--- src/hw/acrl_pkg.sv ---
package acrl_pkg;
    localparam int CFG_W = 13;
    localparam int FRAME_BITS = 16;
    localparam int DATA_BITS = 12;
    localparam int ADDR_BITS = 4;
    localparam logic [4:0] CAPTURE_EDGES = 5'h0D;
    localparam logic [4:0] MUX_EDGE = 5'h0E;
    localparam logic [4:0] LAST_EDGE = 5'h10;
    localparam int BIT_WRITE = 12;
    localparam int BIT_SEQ = 11;
    localparam int BIT_ADDR_HI = 10;
    localparam int BIT_ADDR_LO = 7;
    localparam int BIT_PM_HI = 6;
    localparam int BIT_PM_LO = 5;
    localparam int BIT_SHADOW = 4;
    localparam int BIT_IDLE = 3;
    localparam int BIT_RANGE = 2;
    localparam int BIT_CODING = 1;
    localparam int BIT_INMODE = 0;
    localparam logic [11:0] CFG_RESET = 12'hFE3;
    localparam logic [15:0] SHADOW_RESET = 16'h0000;
    localparam int CLK_MHZ = 25;
    localparam int WAKEUP_NS = 1000;
    localparam int WAKEUP_CYC = (WAKEUP_NS * CLK_MHZ + 999) / 1000;
    localparam logic [1:0] PM_FULL = 2'h3;
    typedef struct packed {
        logic sequencer_enable;
        logic [3:0] channel_address;
        logic power_mode_hi;
        logic power_mode_lo;
        logic shadow_select;
        logic output_idle_select;
        logic range_select;
        logic coding_select;
        logic input_mode_select;
    } acrl_cfg_t;
    typedef struct packed {
        logic [3:0] channel;
        logic [11:0] data;
    } acrl_result_t;
    typedef enum logic [1:0] {
        ACRL_SEQ_OFF = 2'h0,
        ACRL_SEQ_SHADOW_LOAD = 2'h1,
        ACRL_SEQ_SHADOW_RUN = 2'h3,
        ACRL_SEQ_CONSEC = 2'h2
    } acrl_seq_t;
endpackage

--- src/hw/acrl_sync.sv ---
`timescale 1ns/10ps
module acrl_sync (
    input wire logic clk_sys,
    input wire logic sys_rst,
    input wire logic d,
    output logic q
);
    logic meta_reg;
    always_ff @(posedge clk_sys or posedge sys_rst)
    begin
        if (sys_rst)
        begin
            // idle high like select and serial clock, so no false edge follows reset
            meta_reg <= 1'b1;
            q <= 1'b1;
        end
        else
        begin
            meta_reg <= d;
            q <= meta_reg;
        end
    end
endmodule

--- src/hw/acrl_buf2.sv ---
`timescale 1ns/10ps
module acrl_buf2 (
    input wire logic clk_sys,
    input wire logic sys_rst,
    input wire logic in_valid,
    output logic in_ready,
    input wire acrl_pkg::acrl_result_t in_data,
    output logic out_valid,
    input wire logic out_ready,
    output acrl_pkg::acrl_result_t out_data
);
    acrl_pkg::acrl_result_t mem_reg [2];
    logic wr_reg;
    logic rd_reg;
    logic [1:0] cnt_reg;
    logic push;
    logic pop;
    assign push = in_valid && in_ready;
    assign pop = out_valid && out_ready;
    assign in_ready = cnt_reg != 2'h2;
    assign out_valid = cnt_reg != 2'h0;
    assign out_data = mem_reg[rd_reg];
    always_ff @(posedge clk_sys or posedge sys_rst)
    begin
        if (sys_rst)
        begin
            wr_reg <= 1'b0;
            rd_reg <= 1'b0;
            cnt_reg <= 2'h0;
        end
        else
        begin
            if (push)
                wr_reg <= ~wr_reg;
            if (pop)
                rd_reg <= ~rd_reg;
            cnt_reg <= 2'(cnt_reg + {1'b0, push} - {1'b0, pop});
        end
    end
    always_ff @(posedge clk_sys)
    begin
        if (push)
            mem_reg[wr_reg] <= in_data;
    end
endmodule

--- src/hw/acrl_top.sv ---
`timescale 1ns/10ps
// Contract
// - write-only 13-bit setup register, bits taken on serial clock falling edges.
// - frame is 16 serial clocks; word in while previous result goes out.
// - word from a frame configures the next conversion, not current one.
// - only first 13 falling edges after select falls are captured.
// - bit 12 high loads the other 12 bits; low keeps register.
// - sequencer enable and shadow select together set sequencer and shadow access.
// - channel address and input mode apply at end of present conversion.
// - consecutive mode treats channel address as last channel of sequence.
// - channel address of a result shifts out before its 12 data bits.
// - input multiplexer switches channel on 14th falling edge.
// - bits 6 and 5 set power mode.
// - bit 3 picks weak drive of next address msb or high impedance idle.
// - bit 2 selects input range, four configurations with input mode.
// - bit 1 high straight binary, low two's complement.
// - bit 0 high single-ended, low differential pairs.
// - power 11 full power; bit 6 low auto shutdown with 1 us wake.
// - sequencer off with shadow select loads next write into shadow register.
module acrl_top (
    input wire logic clk_sys,
    input wire logic sys_rst,
    input wire logic chip_select_n,
    input wire logic serial_clock,
    input wire logic serial_data_in,
    output logic serial_data_out,
    output logic serial_data_out_oe,
    output logic serial_data_out_weak,
    input wire logic result_valid,
    output logic result_ready,
    input wire logic [11:0] result_data,
    output logic [3:0] mux_channel,
    output logic mux_differential,
    output logic range_select,
    output logic coding_straight,
    output logic [1:0] power_mode,
    output logic powered_down,
    output logic wake_ready,
    output logic sequencer_active,
    output logic [15:0] shadow_channels,
    output logic conversion_start
);
    logic cs_n_s;
    logic sck_s;
    logic din_s;
    logic cs_n_d_reg;
    logic sck_d_reg;
    logic [4:0] edge_cnt_reg;
    logic [12:0] shift_reg;
    logic [15:0] out_shift_reg;
    acrl_pkg::acrl_cfg_t cfg_reg;
    logic shadow_pend_reg;
    logic [3:0] chan_pick;
    logic [3:0] seq_chan_reg;
    logic [$clog2(acrl_pkg::WAKEUP_CYC + 1) - 1:0] wake_cnt_reg;
    logic cs_fall;
    logic cs_rise;
    logic sck_fall;
    logic in_frame;
    logic [3:0] result_chan_reg;
    logic buf_in_valid;
    logic buf_in_ready;
    acrl_pkg::acrl_result_t buf_in_data;
    logic buf_out_valid;
    acrl_pkg::acrl_result_t buf_out_data;

    acrl_sync u_sync_cs (.clk_sys(clk_sys), .sys_rst(sys_rst), .d(chip_select_n), .q(cs_n_s));
    acrl_sync u_sync_sck (.clk_sys(clk_sys), .sys_rst(sys_rst), .d(serial_clock), .q(sck_s));
    acrl_sync u_sync_din (.clk_sys(clk_sys), .sys_rst(sys_rst), .d(serial_data_in), .q(din_s));

    assign cs_fall = cs_n_d_reg && !cs_n_s;
    assign cs_rise = !cs_n_d_reg && cs_n_s;
    assign sck_fall = sck_d_reg && !sck_s;
    assign in_frame = !cs_n_s;

    // decode of the sequencer mode from enable and shadow bits
    function automatic acrl_pkg::acrl_seq_t seq_decode(input logic seq_en, input logic shadow);
        case ({seq_en, shadow})
            2'b00: seq_decode = acrl_pkg::ACRL_SEQ_OFF;
            2'b01: seq_decode = acrl_pkg::ACRL_SEQ_SHADOW_LOAD;
            2'b10: seq_decode = acrl_pkg::ACRL_SEQ_CONSEC;
            2'b11: seq_decode = acrl_pkg::ACRL_SEQ_SHADOW_RUN;
            default: seq_decode = acrl_pkg::ACRL_SEQ_OFF;
        endcase
    endfunction

    // next channel of a running shadow sequence
    function automatic logic [3:0] shadow_next(input logic [15:0] mask, input logic [3:0] cur);
        logic [3:0] c;
        c = cur;
        shadow_next = cur;
        for (int i = 1; i <= 16; i++)
        begin
            c = 4'(cur + 4'(i));
            if (mask[c] && shadow_next == cur)
                shadow_next = c;
        end
    endfunction

    // edge detection state
    always_ff @(posedge clk_sys or posedge sys_rst)
    begin
        if (sys_rst)
        begin
            cs_n_d_reg <= 1'b1;
            sck_d_reg <= 1'b1;
        end
        else
        begin
            cs_n_d_reg <= cs_n_s;
            sck_d_reg <= sck_s;
        end
    end

    // falling edge counter within frame
    always_ff @(posedge clk_sys or posedge sys_rst)
    begin
        if (sys_rst)
            edge_cnt_reg <= 5'h00;
        else if (cs_fall)
            edge_cnt_reg <= 5'h00;
        else if (in_frame && sck_fall && edge_cnt_reg != acrl_pkg::LAST_EDGE)
            edge_cnt_reg <= 5'(edge_cnt_reg + 5'h01);
    end

    // input shift, msb first
    always_ff @(posedge clk_sys or posedge sys_rst)
    begin
        if (sys_rst)
            shift_reg <= 13'h0000;
        else if (in_frame && sck_fall && edge_cnt_reg < acrl_pkg::CAPTURE_EDGES)
            shift_reg <= {shift_reg[11:0], din_s};
    end

    // setup register and shadow load
    always_ff @(posedge clk_sys or posedge sys_rst)
    begin
        if (sys_rst)
        begin
            cfg_reg <= acrl_pkg::CFG_RESET;
            shadow_pend_reg <= 1'b0;
            shadow_channels <= acrl_pkg::SHADOW_RESET;
        end
        else if (in_frame && sck_fall && edge_cnt_reg == 5'(acrl_pkg::CAPTURE_EDGES - 5'h01))
        begin
            if (shadow_pend_reg)
            begin
                shadow_channels <= {shift_reg[11:0], din_s, 3'h0};
                shadow_pend_reg <= 1'b0;
            end
            else if (shift_reg[11])
            begin
                cfg_reg <= {shift_reg[10:0], din_s};
                shadow_pend_reg <= !shift_reg[10] && shift_reg[3];
            end
        end
    end

    // channel for the next conversion, from the setup now in force
    always_comb
    begin
        chan_pick = cfg_reg.channel_address;
        case (seq_decode(cfg_reg.sequencer_enable, cfg_reg.shadow_select))
            acrl_pkg::ACRL_SEQ_CONSEC:
                chan_pick = seq_chan_reg >= cfg_reg.channel_address ? 4'h0
                    : 4'(seq_chan_reg + 4'h1);
            acrl_pkg::ACRL_SEQ_SHADOW_RUN:
                chan_pick = shadow_next(shadow_channels, seq_chan_reg);
            default:
                chan_pick = cfg_reg.channel_address;
        endcase
    end

    // sequencer position advanced at the 14th falling edge
    always_ff @(posedge clk_sys or posedge sys_rst)
    begin
        if (sys_rst)
            seq_chan_reg <= 4'h0;
        else if (in_frame && sck_fall && edge_cnt_reg == 5'(acrl_pkg::MUX_EDGE - 5'h01))
            seq_chan_reg <= chan_pick;
    end

    // analog-side settings applied at end of present conversion
    always_ff @(posedge clk_sys or posedge sys_rst)
    begin
        if (sys_rst)
        begin
            mux_channel <= 4'h0;
            mux_differential <= 1'b0;
            range_select <= 1'b0;
            coding_straight <= 1'b1;
            power_mode <= acrl_pkg::PM_FULL;
            sequencer_active <= 1'b0;
        end
        else if (in_frame && sck_fall && edge_cnt_reg == 5'(acrl_pkg::MUX_EDGE - 5'h01))
        begin
            mux_channel <= chan_pick;
            mux_differential <= !cfg_reg.input_mode_select;
            range_select <= cfg_reg.range_select;
            coding_straight <= cfg_reg.coding_select;
            power_mode <= {cfg_reg.power_mode_hi, cfg_reg.power_mode_lo};
            sequencer_active <= cfg_reg.sequencer_enable;
        end
    end

    // auto shutdown and wake-up timing
    always_ff @(posedge clk_sys or posedge sys_rst)
    begin
        if (sys_rst)
        begin
            powered_down <= 1'b0;
            wake_ready <= 1'b1;
            wake_cnt_reg <= '0;
        end
        else if (cs_rise && !power_mode[1])
        begin
            powered_down <= 1'b1;
            wake_ready <= 1'b0;
        end
        else if (cs_fall && powered_down)
        begin
            powered_down <= 1'b0;
            wake_cnt_reg <= ($bits(wake_cnt_reg))'(acrl_pkg::WAKEUP_CYC);
        end
        else if (wake_cnt_reg != '0)
        begin
            wake_cnt_reg <= ($bits(wake_cnt_reg))'(wake_cnt_reg - 1'b1);
            wake_ready <= wake_cnt_reg == ($bits(wake_cnt_reg))'(1);
        end
        else if (!powered_down)
            wake_ready <= 1'b1;
    end

    // conversion start pulse and result channel tag
    always_ff @(posedge clk_sys or posedge sys_rst)
    begin
        if (sys_rst)
        begin
            conversion_start <= 1'b0;
            result_chan_reg <= 4'h0;
        end
        else
        begin
            conversion_start <= cs_fall;
            if (cs_fall)
                result_chan_reg <= mux_channel;
        end
    end

    assign buf_in_valid = result_valid;
    assign buf_in_data = '{channel: result_chan_reg, data: result_data};

    acrl_buf2 u_buf (
        .clk_sys(clk_sys),
        .sys_rst(sys_rst),
        .in_valid(buf_in_valid),
        .in_ready(buf_in_ready),
        .in_data(buf_in_data),
        .out_valid(buf_out_valid),
        .out_ready(cs_fall),
        .out_data(buf_out_data)
    );

    always_ff @(posedge clk_sys or posedge sys_rst)
    begin
        if (sys_rst)
            result_ready <= 1'b0;
        else
            result_ready <= buf_in_ready;
    end

    // output shifter: channel bits then 12 data bits
    always_ff @(posedge clk_sys or posedge sys_rst)
    begin
        if (sys_rst)
        begin
            out_shift_reg <= 16'h0000;
            serial_data_out <= 1'b0;
            serial_data_out_oe <= 1'b0;
            serial_data_out_weak <= 1'b0;
        end
        else if (cs_fall)
        begin
            out_shift_reg <= buf_out_valid ? buf_out_data : 16'h0000;
            serial_data_out <= buf_out_valid ? buf_out_data.channel[3] : 1'b0;
            serial_data_out_oe <= 1'b1;
            serial_data_out_weak <= 1'b0;
        end
        else if (in_frame && sck_fall && edge_cnt_reg != acrl_pkg::LAST_EDGE)
        begin
            out_shift_reg <= {out_shift_reg[14:0], 1'b0};
            serial_data_out <= out_shift_reg[14];
            if (edge_cnt_reg == 5'(acrl_pkg::LAST_EDGE - 5'h01))
            begin
                serial_data_out <= cfg_reg.output_idle_select ? mux_channel[3] : 1'b0;
                serial_data_out_oe <= cfg_reg.output_idle_select;
                serial_data_out_weak <= cfg_reg.output_idle_select;
            end
        end
        else if (cs_rise)
        begin
            serial_data_out_oe <= cfg_reg.output_idle_select;
            serial_data_out_weak <= cfg_reg.output_idle_select;
            serial_data_out <= cfg_reg.output_idle_select ? mux_channel[3] : 1'b0;
        end
    end
endmodule

--- config.mk ---
export PLATFORM = sky130hd
export DESIGN_NAME = acrl_top
export DESIGN_NICKNAME = d
export VERILOG_FILES = /design/src/hw/acrl_pkg.sv /design/src/hw/acrl_sync.sv /design/src/hw/acrl_buf2.sv /design/src/hw/acrl_top.sv
export SDC_FILE = /design/constraint.sdc
export NUM_CORES = 1
export LEC_CHECK = 0
export ABC_AREA = 1
export BUFFER_PORTS_ARGS = -buffer_cell sky130_fd_sc_hd__buf_2
export CORE_UTILIZATION = 35
export CTS_BUF_LIST = sky130_fd_sc_hd__clkbuf_4
export DETAILED_ROUTE_END_ITERATION = 16
export PLACE_DENSITY_LB_ADDON = 0.12
export SKIP_CTS_REPAIR_TIMING = 1
export SLEW_MARGIN = 40
export SYNTH_ARGS = -nofsm -noshare
export SYNTH_HDL_FRONTEND = slang
export SYNTH_SLANG_ARGS = --single-unit
--- constraint.sdc ---
create_clock -name clk_sys -period 6.1 [get_ports clk_sys]
set_input_delay 1.22 -clock clk_sys [delete_from_list [all_inputs] [get_ports clk_sys]]
set_output_delay 1.22 -clock clk_sys [all_outputs]
set_load 0.01 [all_outputs]
==> Flow_metrics.wiki <==
{| class="wikitable"
! Metric !! Value
|-
| Status || finished, violations left
|-
| Violated checks || setup timing
|-
| Share of the clock period used by the worst path || 109%
|-
| Final worst path period need || 6640 ps
|-
| Actual slew at the worst max-slew pin || 627 ps
|-
| Top-Level Pins || 51
|-
| Final-report hold violation count || 0
|-
| Routed via count divided by cell count || 4.80
|-
| Finished Cell Area || 10200 µm²
|-
| Max Buffers Root-to-Sink || 2
|-
| Most common library cell in the layout ignoring fill and taps || sky130_fd_sc_hd__nand2_1
|-
| Number of iterations in the first detailed-routing pass || 4
|-
| Pwr per Cell Area || 204 nW/µm²
|-
| Main synth FF type || sky130_fd_sc_hd__dfrtp_1
|-
| Drc violations || 0
|-
| Filler cell count in the final layout || 2206
|-
| Maximum frequency from static timing analysis || 151 MHz
|-
| CTS tree || built
|-
| Share of async-settable or async-resettable flops after synthesis || 75.0%
|-
| Synthesis Warnings || 0
|-
| Path class of the lowest-slack min-delay path || reg -> reg
|-
| GRT Residual Overflow || 0
|-
| FF+latch count, synth || 128
|-
| Slowest CP cell || sky130_fd_sc_hd__dfrtp_2
|-
| Largest net degree at the start of global routing || 51
|-
| Final worst-path setup slack || -538 ps
|-
| Share of cells above drive strength 1 || 33.6%
|-
| Number of nets in the finished design || 1216
|-
| GRT Total Usage || 18.4%
|-
| RSZ-0062 raised after global routing || yes
|-
| Worst-case clock skew || 25.2 ps
|-
| Vias after detailed routing || 7057
|-
| Final count of negative-setup-slack endpoints || 4
|-
| Final TNS setup || -2120 ps
|-
| Antenna Nets Post-Route || 0
|-
| Sequential-to-total area share from yosys stat || 42.4%
|-
| Count of different cell masters after synthesis || 52
|-
| Die Footprint || 23400 µm²
|-
| Post-detail-place hpwl || 16.0 mm
|-
| Syn_area_per_cell || 7.98 µm²
|-
| Clock transition at the registers of the reported paths || 110 ps
|-
| Top fanout value on the critical path || 8
|-
| Worst max-slew margin expressed relative to the limit || 58.2%
|-
| Cell at the root of the clock tree || sky130_fd_sc_hd__clkbuf_4
|-
| Hold_ws || 364 ps
|-
| Final Max Slew Viols || 0
|-
| Port buffer count || 47
|-
| LEAKAGE || 4.81 nW
|-
| Worst-skew pair later-pin latency || 520 ps
|-
| Placed inst area || 9420 µm²
|-
| Number of sinks driven by the clock tree || 128
|-
| WS Path Type || reg -> reg
|-
| Syn Inst Count || 1001
|-
| Category of the worst setup path capture point || flop
|-
| First-pass GRT wire length || 33.9 mm
|-
| Antenna violations before repair || 1
|-
| Row count || 54
|-
| Maximum level of the CTS H-tree || 4
|-
| Commonest non-fill, non-tap cells in the layout || sky130_fd_sc_hd__nand2_1 (224), sky130_fd_sc_hd__buf_4 (140), sky130_fd_sc_hd__inv_1 (105)
|-
| Die span in y || 153 µm
|-
| Data required time at the worst endpoint || 6510 ps
|-
| Initial Util || 36.2%
|-
| P&R area growth vs syn || 27.1%
|-
| Signal arrival time at the worst endpoint || 7050 ps
|-
| Drt wl/cell || 14.3 µm
|-
| Peak supply drop || 0.173 mV
|-
| Core area || 22100 µm²
|-
| Critical path's top delay family || simple AND/OR/NAND/NOR gates
|-
| Starting DRC count in detailed routing || 385
|-
| Netlist area before placement || 7990 µm²
|-
| Vias in the first global route || 6595
|-
| EDFF count, synth || 32
|-
| Cts bufs inserted || 17
|-
| Worst stage delay on the critical path || 470 ps
|-
| Die W || 153 µm
|-
| Max FFs per register || 32
|-
| Total wirelength of the detailed-routed design || 21.0 mm
|-
| Crit-path most repeated cell || sky130_fd_sc_hd__nand2_2
|-
| Global placement routability congestion || 0.834
|-
| Maximum capacitance violations || 0
|-
| CP Launch Type || flop
|-
| Pre-CTS setup slack || -452 ps
|-
| CP bufs+invs || 5
|}
## kinds of logic (layout without fill, tap and decap cells)
| family | Yosys count | after routing | synth area share, % |
|---|---|---|---|
| compound gates | 159 | 159 | 11.6 |
| xor+xnor | 12 | 12 | 1.55 |
| fa+ha+maj | 22 | 22 | 3.44 |
| buf+inv | 165 | 351 | 8.50 |
| flops | 128 | 128 | 42.4 |
| mux | 18 | 18 | 2.32 |
| other cells | 1 | 5 | 0.0469 |
| simple gates | 496 | 496 | 30.1 |
## worst reg2reg max path, delay by kind of cell (launching register included)
kind                     cells  cell delay [ps]
buffers and inverters        5              450
flip-flops                   1              470
AO/OA/AOI/OAI                1              210
adder cells (fa/ha/maj)      1              350
AND/OR/NAND/NOR             53             5020
## power breakdown
part	internal [W]	leakage (nW)	switching [W]
sequential	0.00103	1.49	0.0000850
combinational	0.000147	3.16	0.000206
clock	0.000288	0.162	0.000318
total	0.00147	4.81	0.000610
## worst paths after layout
kind / start / to / slack [ps] / cells past startpoint
setup / recovery: mux_channel[1] / mux_channel[0] / -540 / 60
hold / removal: u_sync_din.meta_reg / u_sync_din.q / 360 / 0
setup reg to reg: mux_channel[1] / mux_channel[0] / -540 / 60
hold reg to reg: u_sync_din.meta_reg / u_sync_din.q / 360 / 0
max in group asynchronous: sys_rst / u_buf.rd_reg / 4280 / 3
min in group asynchronous: sys_rst / mux_differential / 760 / 2
## metrics by stage
step | util [%] | power [W] | instances
finish | 46.0 | 0.00208 | 1471
global route | 46.0 | 0.00221 | 1471
CTS | 44.0 | 0.00211 | 1454
detailed placement | 42.6 | 0.00149 | 1422
global placement | 42.6 | 0.00149 | 1422
floorplan | - | 0.00139 | 1003
## metal layers
metal  routed length (µm)  vias to the layer above  track usage [%]
li1                     -                     3669                -
met1                10200                     3313             25.0
met2                10200                       59             30.4
met3                  391                       16             2.55
met4                  231                        0             5.10
met5                    0                        -                0
## Yosys cell counts (2+ instances only)
master | instances | share of area, %
sky130_fd_sc_hd__nand2_4 | 7 | 0.99
sky130_fd_sc_hd__clkinv_1 | 3 | 0.14
sky130_fd_sc_hd__edfxtp_1 | 32 | 12
sky130_fd_sc_hd__a21oi_2 | 2 | 0.22
sky130_fd_sc_hd__nor3_1 | 6 | 0.38
sky130_fd_sc_hd__ha_1 | 22 | 3.4
sky130_fd_sc_hd__o21a_1 | 10 | 0.94
sky130_fd_sc_hd__inv_2 | 16 | 0.75
sky130_fd_sc_hd__a2bb2oi_1 | 2 | 0.22
sky130_fd_sc_hd__o31ai_1 | 2 | 0.19
sky130_fd_sc_hd__clkbuf_1 | 17 | 0.80
sky130_fd_sc_hd__dfstp_2 | 21 | 6.9
sky130_fd_sc_hd__dfrtp_1 | 75 | 23
sky130_fd_sc_hd__nand4_1 | 22 | 1.7
sky130_fd_sc_hd__nor2_2 | 4 | 0.31
sky130_fd_sc_hd__xor2_1 | 9 | 0.99
sky130_fd_sc_hd__a22oi_1 | 4 | 0.38
sky130_fd_sc_hd__buf_2 | 10 | 0.63
sky130_fd_sc_hd__inv_1 | 108 | 5.1
sky130_fd_sc_hd__nand3_2 | 15 | 1.9
sky130_fd_sc_hd__o2111ai_1 | 2 | 0.22
sky130_fd_sc_hd__nor2_1 | 50 | 2.3
sky130_fd_sc_hd__mux2i_1 | 14 | 1.8
sky130_fd_sc_hd__nand3_4 | 5 | 1.1
sky130_fd_sc_hd__buf_4 | 8 | 0.75
sky130_fd_sc_hd__a211oi_1 | 2 | 0.19
sky130_fd_sc_hd__mux2_2 | 4 | 0.56
sky130_fd_sc_hd__nand3_1 | 90 | 5.6
sky130_fd_sc_hd__o22ai_1 | 14 | 1.1
sky130_fd_sc_hd__a31oi_1 | 3 | 0.23
sky130_fd_sc_hd__xnor2_1 | 2 | 0.22
sky130_fd_sc_hd__or2_2 | 4 | 0.31
sky130_fd_sc_hd__o21ai_1 | 6 | 0.38
sky130_fd_sc_hd__a21oi_1 | 17 | 1.1
sky130_fd_sc_hd__nand2_1 | 262 | 12
sky130_fd_sc_hd__o211ai_1 | 6 | 0.56
sky130_fd_sc_hd__o21ai_2 | 2 | 0.22
sky130_fd_sc_hd__nand2_2 | 20 | 1.6
sky130_fd_sc_hd__nor2_4 | 8 | 1.1
sky130_fd_sc_hd__o21ai_0 | 82 | 5.1
sky130_fd_sc_hd__buf_6 | 2 | 0.28
## layout make-up
cell class                 count  area [µm²]  area share (%)
sequential                   128        3390            33.4
antenna                        2        5.00          0.0493
timing repair buffer         191        1340            13.2
multi-input combinational    710        4270            42.0
clock buffer                  18         135            1.33
inverter                     128         500            4.93
tap                          280         350            3.45
clock inverter                14         164            1.61
Note: power is estimated with default switching activity, not from simulation.
